[src/hw/ttc_pkg.sv]
// package for the three channel timer counter
package ttc_pkg;
   // ***********************************************
   // widths and encodings
   // ***********************************************
   localparam int CNT_W = 16;
   localparam int NUM_CH = 3;
   localparam logic [15:0] CNT_MAX = 16'hffff;
   localparam logic [15:0] CNT_RST = 16'h0000;
   // clock source select: 0..4 internal, 5..7 external lines 0..2
   localparam logic [2:0] CLKS_XC0 = 3'h5;
   // gating select: 0 none, 1..3 external line 0..2
   localparam logic [1:0] GATE_NONE = 2'h0;
   // external edge select
   localparam logic [1:0] EDGE_NONE = 2'h0;
   localparam logic [1:0] EDGE_RISE = 2'h1;
   localparam logic [1:0] EDGE_FALL = 2'h2;
   localparam logic [1:0] EDGE_BOTH = 2'h3;
   // generation mode event select: 0 line b, 1..3 external line 0..2
   localparam logic [1:0] EEVT_LINE_B = 2'h0;
   // block mode chaining: 0 clock pin, 1 a-line of other channel
   localparam logic [5:0] BMR_RST = 6'h00;
   localparam int PRESC_W = 8;
   localparam logic [7:0] PRESC_RST = 8'h00;

   // ***********************************************
   // channel mode register
   // ***********************************************
   typedef struct packed {
      logic [2:0] clock_source_select;
      logic clock_invert_bit;
      logic [1:0] gate_select;
      logic wave_mode;
      logic load_b_disable;
      logic load_b_stop;
      logic compare_c_disable;
      logic compare_c_stop;
      logic compare_c_trigger;
      logic trig_from_a;
      logic [1:0] ext_edge;
      logic [1:0] ext_event_select;
      logic external_trigger_enable;
   } ttc_mode_t;

   // one-cycle commands of the channel control register
   typedef struct packed {
      logic clock_enable_command;
      logic clock_disable_command;
      logic software_trigger_bit;
   } ttc_ctrl_t;

   // status of one channel
   typedef struct packed {
      logic counter_overflow_flag;
      logic clock_enabled_status;
      logic clock_running;
   } ttc_stat_t;

   typedef enum logic [1:0] {
      CK_OFF = 2'b01,
      CK_ON = 2'b10
   } ttc_clk_state_t;
endpackage

[src/hw/ttc_top.sv]
// three channel 16-bit timer counter with block level control
`timescale 1ns/1ps
// Contract
// three identical sixteen-bit up counters
// count rising edge of gated chosen clock
// wrap to zero sets overflow flag
// counter value read is live
// trigger zeroes counter at next edge
// block mode chains external lines
// source is five internal or three external
// invert bit counts on opposite edge; here only external sources, internal ticks ignore the bit
// gate line high lets edges pass
// enable/disable commands; disabled ignores start/stop
// second capture or third compare disables
// any trigger starts clock when enabled
// second capture or third compare stops
// mode bit sets line directions
// software trigger bit triggers channel
// block trigger hits all channels
// compare match triggers when enabled
// measurement trigger from line a or b
// generation event triggers when enabled
// each channel drives its interrupt
// external clocks slower than 2.5x master
// external inputs synchronised then edge-detected
module ttc_top #(
   parameter int NCH = ttc_pkg::NUM_CH
) (
   input wire logic clk,
   input wire logic nrst,
   input wire ttc_pkg::ttc_mode_t mode_reg [NCH],
   input wire ttc_pkg::ttc_ctrl_t ctrl_cmd [NCH],
   input wire logic block_sync_trigger,
   input wire logic [5:0] block_mode_register,
   input wire logic [15:0] compare_c_value [NCH],
   input wire logic [NCH-1:0] load_b_event,
   input wire logic [NCH-1:0] ovf_clear,
   input wire logic [NCH-1:0] irq_enable,
   input wire logic [NCH-1:0] ext_clock_pins,
   input wire logic [NCH-1:0] io_line_a_in,
   input wire logic [NCH-1:0] io_line_b_in,
   input wire logic [NCH-1:0] wave_a_level,
   input wire logic [NCH-1:0] wave_b_level,
   output logic [NCH-1:0] io_line_a_out,
   output logic [NCH-1:0] io_line_a_oe,
   output logic [NCH-1:0] io_line_b_out,
   output logic [NCH-1:0] io_line_b_oe,
   output logic [15:0] counter_value_register [NCH],
   output ttc_pkg::ttc_stat_t channel_status_register [NCH],
   output logic [NCH-1:0] irq
);
   import ttc_pkg::*;

   // ***********************************************
   // pin synchronisers and edge detect
   // ***********************************************
   // pins: clock pins, a-lines, b-lines; two flops then a history flop
   localparam int NPIN = 3 * NCH;
   logic [NPIN-1:0] pin_raw;
   logic [NPIN-1:0] s1_q;
   logic [NPIN-1:0] s2_q;
   logic [NPIN-1:0] s3_q;
   assign pin_raw = {io_line_b_in, io_line_a_in, ext_clock_pins};

   always_ff @(posedge clk or negedge nrst) begin
      if (!nrst) begin
         s1_q <= '0;
         s2_q <= '0;
         s3_q <= '0;
      end else begin
         s1_q <= pin_raw;
         s2_q <= s1_q;
         s3_q <= s2_q;
      end
   end

   // only the second and third stages feed logic; first stays private
   logic [NCH-1:0] pin_clk_lvl;
   logic [NCH-1:0] pin_a_lvl;
   logic [NCH-1:0] pin_b_lvl;
   logic [NCH-1:0] pin_clk_old;
   logic [NCH-1:0] pin_a_old;
   logic [NCH-1:0] pin_b_old;
   assign pin_clk_lvl = s2_q[NCH-1:0];
   assign pin_a_lvl = s2_q[2*NCH-1:NCH];
   assign pin_b_lvl = s2_q[3*NCH-1:2*NCH];
   assign pin_clk_old = s3_q[NCH-1:0];
   assign pin_a_old = s3_q[2*NCH-1:NCH];
   assign pin_b_old = s3_q[3*NCH-1:2*NCH];

   // ***********************************************
   // external line routing for chaining
   // ***********************************************
   // line k is its clock pin or the a-line of channel (k+1) mod 3
   logic [2:0] xc_lvl;
   logic [2:0] xc_old;
   genvar gk;
   generate
      for (gk = 0; gk < 3; gk++) begin : g_xc
         localparam int SRC = (gk + 1) % 3;
         assign xc_lvl[gk] = block_mode_register[2*gk] ?
            pin_a_lvl[SRC] : pin_clk_lvl[gk];
         assign xc_old[gk] = block_mode_register[2*gk] ?
            pin_a_old[SRC] : pin_clk_old[gk];
      end
   endgenerate

   // ***********************************************
   // internal prescaled clock enables
   // ***********************************************
   // five rates as one-cycle pulses: /2 /8 /32 /128 and /256
   logic [PRESC_W-1:0] presc_q;
   logic [4:0] int_tick;
   always_ff @(posedge clk or negedge nrst) begin
      if (!nrst) begin
         presc_q <= PRESC_RST;
      end else begin
         presc_q <= presc_q + 8'h01;
      end
   end
   assign int_tick[0] = presc_q[0] == 1'b1;
   assign int_tick[1] = presc_q[2:0] == 3'h7;
   assign int_tick[2] = presc_q[4:0] == 5'h1f;
   assign int_tick[3] = presc_q[6:0] == 7'h7f;
   assign int_tick[4] = presc_q == 8'hff;

   // ***********************************************
   // channels
   // ***********************************************
   genvar gc;
   generate
      for (gc = 0; gc < NCH; gc++) begin : g_ch
         ttc_mode_t m;
         logic [2:0] sel_x;
         logic sel_lvl;
         logic sel_old;
         logic ext_rise;
         logic ext_fall;
         logic gate_ok;
         logic cnt_edge;
         logic [1:0] gsel;
         logic src_lvl;
         logic src_old;
         logic ev_rise;
         logic ev_fall;
         logic ev_hit;
         logic ext_trig;
         logic match_c;
         logic cmp_trig;
         logic trig;
         logic stop_ev;
         logic dis_ev;
         logic [15:0] cnt_q;
         logic [15:0] cnt_d;
         logic pend_q;
         logic run_q;
         logic ovf_q;
         logic match_seen_q;
         ttc_clk_state_t st_q;
         ttc_clk_state_t st_d;

         assign m = mode_reg[gc];

         // external clock sources 5..7 map to lines 0..2
         assign sel_x = m.clock_source_select - CLKS_XC0;
         assign sel_lvl = xc_lvl[sel_x[1:0]];
         assign sel_old = xc_old[sel_x[1:0]];
         // invert swaps which edge counts
         assign ext_rise = m.clock_invert_bit ?
            (sel_old & ~sel_lvl) : (~sel_old & sel_lvl);
         assign gsel = m.gate_select - 2'h1;
         assign gate_ok = (m.gate_select == GATE_NONE) |
            xc_lvl[gsel];
         // internal rates have no inverted edge worth modelling
         assign cnt_edge = gate_ok & ((m.clock_source_select < CLKS_XC0) ?
            int_tick[m.clock_source_select] : ext_rise);

         // external event / trigger source
         assign src_lvl = m.wave_mode ?
            ((m.ext_event_select == EEVT_LINE_B) ? pin_b_lvl[gc] :
             xc_lvl[m.ext_event_select - 2'h1]) :
            (m.trig_from_a ? pin_a_lvl[gc] : pin_b_lvl[gc]);
         assign src_old = m.wave_mode ?
            ((m.ext_event_select == EEVT_LINE_B) ? pin_b_old[gc] :
             xc_old[m.ext_event_select - 2'h1]) :
            (m.trig_from_a ? pin_a_old[gc] : pin_b_old[gc]);
         assign ev_rise = ~src_old & src_lvl;
         assign ev_fall = src_old & ~src_lvl;
         assign ev_hit = ((m.ext_edge == EDGE_RISE) & ev_rise) |
            ((m.ext_edge == EDGE_FALL) & ev_fall) |
            ((m.ext_edge == EDGE_BOTH) & (ev_rise | ev_fall));
         assign ext_trig = ev_hit &
            (~m.wave_mode | m.external_trigger_enable);

         // compare fires once per counter value, on entering it
         assign match_c = (cnt_q == compare_c_value[gc]);
         assign cmp_trig = match_c & ~match_seen_q & m.compare_c_trigger;
         assign trig = ctrl_cmd[gc].software_trigger_bit |
            block_sync_trigger | ext_trig | cmp_trig;

         assign stop_ev = m.wave_mode ?
            (match_c & ~match_seen_q & m.compare_c_stop) :
            (load_b_event[gc] & m.load_b_stop);
         assign dis_ev = m.wave_mode ?
            (match_c & ~match_seen_q & m.compare_c_disable) :
            (load_b_event[gc] & m.load_b_disable);

         // enable state machine
         always_comb begin
            st_d = st_q;
            case (st_q)
               CK_OFF: begin
                  if (ctrl_cmd[gc].clock_enable_command &
                      ~ctrl_cmd[gc].clock_disable_command) begin
                     st_d = CK_ON;
                  end
               end
               CK_ON: begin
                  if (ctrl_cmd[gc].clock_disable_command | dis_ev) begin
                     st_d = CK_OFF;
                  end
               end
               default: st_d = CK_OFF;
            endcase
         end

         // wrap counts up; pending reset lands on next counting edge
         always_comb begin
            cnt_d = cnt_q;
            if (cnt_edge & run_q) begin
               cnt_d = pend_q ? CNT_RST : cnt_q + 16'h0001;
            end
         end

         always_ff @(posedge clk or negedge nrst) begin
            if (!nrst) begin
               st_q <= CK_OFF;
               run_q <= 1'b0;
               pend_q <= 1'b0;
               cnt_q <= CNT_RST;
               ovf_q <= 1'b0;
               match_seen_q <= 1'b0;
            end else begin
               st_q <= st_d;
               // start wins over stop; disable wins over both
               if (st_d != CK_ON) begin
                  run_q <= 1'b0;
               end else if (trig) begin
                  run_q <= 1'b1;
               end else if (stop_ev) begin
                  run_q <= 1'b0;
               end
               if (trig) begin
                  pend_q <= 1'b1;
               end else if (cnt_edge & run_q) begin
                  pend_q <= 1'b0;
               end
               cnt_q <= cnt_d;
               // set beats clear in the same cycle
               if (cnt_edge & run_q & ~pend_q & (cnt_q == CNT_MAX)) begin
                  ovf_q <= 1'b1;
               end else if (ovf_clear[gc]) begin
                  ovf_q <= 1'b0;
               end
               match_seen_q <= match_c;
            end
         end

         assign counter_value_register[gc] = cnt_q;
         assign channel_status_register[gc].counter_overflow_flag = ovf_q;
         assign channel_status_register[gc].clock_enabled_status =
            (st_q == CK_ON);
         assign channel_status_register[gc].clock_running = run_q;
         assign irq[gc] = ovf_q & irq_enable[gc];

         // line directions
         assign io_line_a_oe[gc] = m.wave_mode;
         // b stays an input whenever it is the event, trigger or not
         assign io_line_b_oe[gc] = m.wave_mode &
            ~((m.ext_event_select == EEVT_LINE_B) &
              (m.ext_edge != EDGE_NONE));
         assign io_line_a_out[gc] = wave_a_level[gc];
         assign io_line_b_out[gc] = wave_b_level[gc];
      end
   endgenerate
endmodule

[config.mk]
export PLATFORM = sky130hd
export DESIGN_NAME = ttc_top
export DESIGN_NICKNAME = d
export VERILOG_FILES = /design/src/hw/ttc_pkg.sv /design/src/hw/ttc_top.sv
export SDC_FILE = /design/constraint.sdc
export NUM_CORES = 1
export LEC_CHECK = 0
export BUFFER_PORTS_ARGS = -buffer_cell sky130_fd_sc_hd__buf_2
export CAP_MARGIN = 10
export CORE_MARGIN = 1
export CORE_UTILIZATION = 52
export DETAILED_ROUTE_END_ITERATION = 12
export GPL_TIMING_DRIVEN = 0
export PLACE_DENSITY_LB_ADDON = 0.3
export SLEW_MARGIN = 20
export SYNTH_ARGS = -nofsm -noshare
export SYNTH_HDL_FRONTEND = slang
export SYNTH_SLANG_ARGS = --single-unit
export TNS_END_PERCENT = 30
[constraint.sdc]
create_clock -name clk -period 3 [get_ports clk]
set_input_delay 0.3 -clock clk [delete_from_list [all_inputs] [get_ports clk]]
set_output_delay 0.3 -clock clk [all_outputs]
set_load 0.05 [all_outputs]
==> results.yml <==
synthesis:
  synth_area_leaders: "dfrtp_1 (38%), xnor2_1 (6.7%), ha_1 (4.7%)"
  synthFlopType: "dfrtp_1"
  synthTopCellsByCount: "dfrtp_1 (98), nor2_1 (64), nand2_1 (55)"
  async_reset_ff_share_pct: 100
  post-synth-top-count-cell: "dfrtp_1"
  synth_top_area_cell: "dfrtp_1"
  synthCells: 728
  yosysWarningCount: 0
  avgSynthCellArea_um2: 8.86
  synth.net_count: 896
  yosysTopAreaCellShare_pct: 38.0
  synth.yosys.seq_area_share_pct: 39.2
  synth_edf_count: 0
  ys_ff_latch: 101
  synthDistinctLibCells: 59
  netlist_area_um2: 6450
die:
  io_pins: 216
  die_h_um: 113
  rows: 40
  initial_core_util_pct: 53.5
  die_area_um2: 12900
  core-area_um2: 12100
  die_w_um: 113
timing:
  finalSetupViolCount: 0
  finalCriticalPeriod_ns: 2.86
  max_freq_ghz: 0.349
  worst_slew_pin_slew_ns: 0.563
  tns_ns: 0
  fin_ws_ns: 0.135
  slew_headroom_pct: 62.2
  hold_viol_final: 0
  min_period_over_period_pct: 95.5
  fin_skew_ns: 0.0137
  slew_viol_final: 0
route:
  ant_nets: 0
  first_pass_iters: 6
  drtIter0Drc: 435
  vias_per_cell: 5.58
  vias: 6246
  drcViolationCount: 0
  wire_per_inst_um: 14.8
  drt_wl_total_um: 16500
cts:
  cts_sinks: 101
  cts-root-buf: "clkbuf_16"
  clk_pin_slew_ns: 0.07
  clockBufferDepth: 2
  cts_tree: "yes"
  cts_buffers: 9
  insertion_delay_ns: 0.35
  h-tree-depth: 3
grt:
  use_met2_pct: 41.9
  overflow: 0
  met3_usage_pct: 4.30
  first_global_vias: 5580
  grt_start_max_net_pins: 73
  grt_util_met1_pct: 36.4
  grt-busiest-layer: "met2"
  grt_usage_pct: 26.1
  antenna_found_initial: 0
  grt_pass1_wl_um: 26700
power_and_ir_drop:
  ir_worst_vdd_mv: 0.330
  powerDensity_nw_per_um2: 453
  p_leak_nw: 3.85
layout:
  final_nets: 1114
  syn_to_final_growth_pct: 26.4
  n_antenna_cell: 0
  drive_gt1_share_pct: 28.0
placed_design:
  hpwl_um: 12400
  pre_cts_slack_ns: -0.357
  place_congestion: 0.874
  port-buffer-count: 202
setup_path:
  worst_setup_path_start_kind: "register"
  cp_max_fo: 10
  cp_slowest_cell: "mux4_2"
  criticalPathCategory: "reg -> reg"
  cp.required_ns: 3.26
  crit_chain: "ha_1 > and3_1 > ha_1 > mux4_2 > nand3b_1 > o41a_1 > buf_2 > clkbuf_1 > o21ai_0 > o31ai_1"
  path_common_cell: "ha_1"
  cp.arrival_ns: 3.12
  endpoint_kind: "register"
  slowest_delay_ns: 0.47
run:
  max_cap_viol_count: 0
min_path:
  min_path_type: "in -> reg"
run_status:
  outcome: "complete, no violations"
per-layer routing:
metal | wire, µm | up-vias
li1 | - | 3043
met1 | 7460 | 2927
met2 | 7760 | 253
met3 | 1120 | 23
met4 | 199 | 0
met5 | 0 | -
cell usage in the layout, fill, tap and decap left out, types with 10 or more instances in the layout:
cell	Yosys	final
a21oi_1	23	23
a31oi_1	24	24
and2_1	10	10
and3_1	11	11
buf_2	5	206
buf_4	15	18
clkbuf_1	24	24
dfrtp_1	98	98
ha_1	24	24
inv_1	43	43
mux2i_1	13	12
nand2_1	55	55
nand2b_1	17	17
nand3_1	23	23
nand4_1	16	16
nor2_1	64	64
nor2b_1	18	18
nor3_1	11	11
nor4_1	13	13
o21ai_0	32	32
o21ai_1	24	24
o31ai_1	25	25
o41ai_1	11	11
xnor2_1	49	49
final cells by class:
type,count,area [µm²]
Clock inverter,6,116
Inverter,43,161
Timing Repair Buffer,207,1080
Buffer,48,258
Clock buffer,10,239
Tap cell,168,210
Sequential cell,101,2530
Multi-Input combinational cell,536,3570
Fill cell,1016,3900
logic make-up (layout without fill, tap and decap cells):
group                    after synthesis  in the layout  synth area share, %
buffers and inverters                 91            314                 6.50
multiplexers                          21             21                 3.70
XOR/XNOR                              52             52                 7.06
flip-flops                           101            101                 39.2
adder cells (fa/ha/maj)               24             24                 4.65
AND/OR/NAND/NOR                      252            252                 19.4
AO/OA/AOI/OAI                        187            187                 19.5
sequential cells by signal, indices dropped and copies added, names as in the netlist:
signal             cells
g_ch.cnt_q            48
s1_q                   9
s2_q                   9
s3_q                   9
presc_q                8
g_ch.st_q              6
g_ch.match_seen_q      3
g_ch.ovf_q             3
g_ch.pend_q            3
g_ch.run_q             3
report_power, final:
| group | total, mW | internal, mW | switching, mW |
|---|---|---|---|
| logic | 0.805 | 0.334 | 0.471 |
| clock network | 1.36 | 0.845 | 0.519 |
| registers | 1.53 | 1.44 | 0.0820 |
worst max-delay path, delay by kind of cell (launching register included):
family,cells,cell delay (ns)
flip-flops,1,0.42
multiplexers,1,0.47
buffers and inverters,2,0.62
AO/OA/AOI/OAI,3,0.55
AND/OR/NAND/NOR,2,0.26
adder cells (fa/ha/maj),2,0.45
final timing paths:
| kind | to | startpoint | depth (start not counted) | slack, ns |
|---|---|---|---|---|
| setup / recovery | g_ch[2].cnt_q[13] | presc_q[0] | 10 | 0.14 |
| hold / removal | s1_q[6] | io_line_b_in[0] | 1 | 0.05 |
| setup reg to reg | g_ch[2].cnt_q[13] | presc_q[0] | 10 | 0.14 |
| hold reg to reg | s2_q[3] | s1_q[3] | 0 | 0.35 |
| max in group asynchronous | g_ch[0].st_q[0] | nrst | 3 | 1.93 |
| min in group asynchronous | g_ch[1].ovf_q | nrst | 2 | 0.40 |
through the flow:
step                      power (mW)  util, %  hold WS, ns  cell area [µm²]  instances
after detailed placement        2.33     63.9        0.206             7710       1099
after floorplan                 2.06        -      0.00441             6450        728
after global routing            3.87     67.6       0.0441             8160       1119
final                           3.70     67.6       0.0507             8160       1119
after CTS                       3.71     67.2       0.0399             8100       1116
after global placement          2.31     63.6        0.331             7670       1098
timing repair:
action,4_1_cts,5_1_grt
hold buffers,1,0
setup endpoints to repair,6,16
resized for setup,6,6
hold endpoints to repair,28,0
pin swaps,0,1
setup buffers,0,3
(Power assumes the default switching activity.)
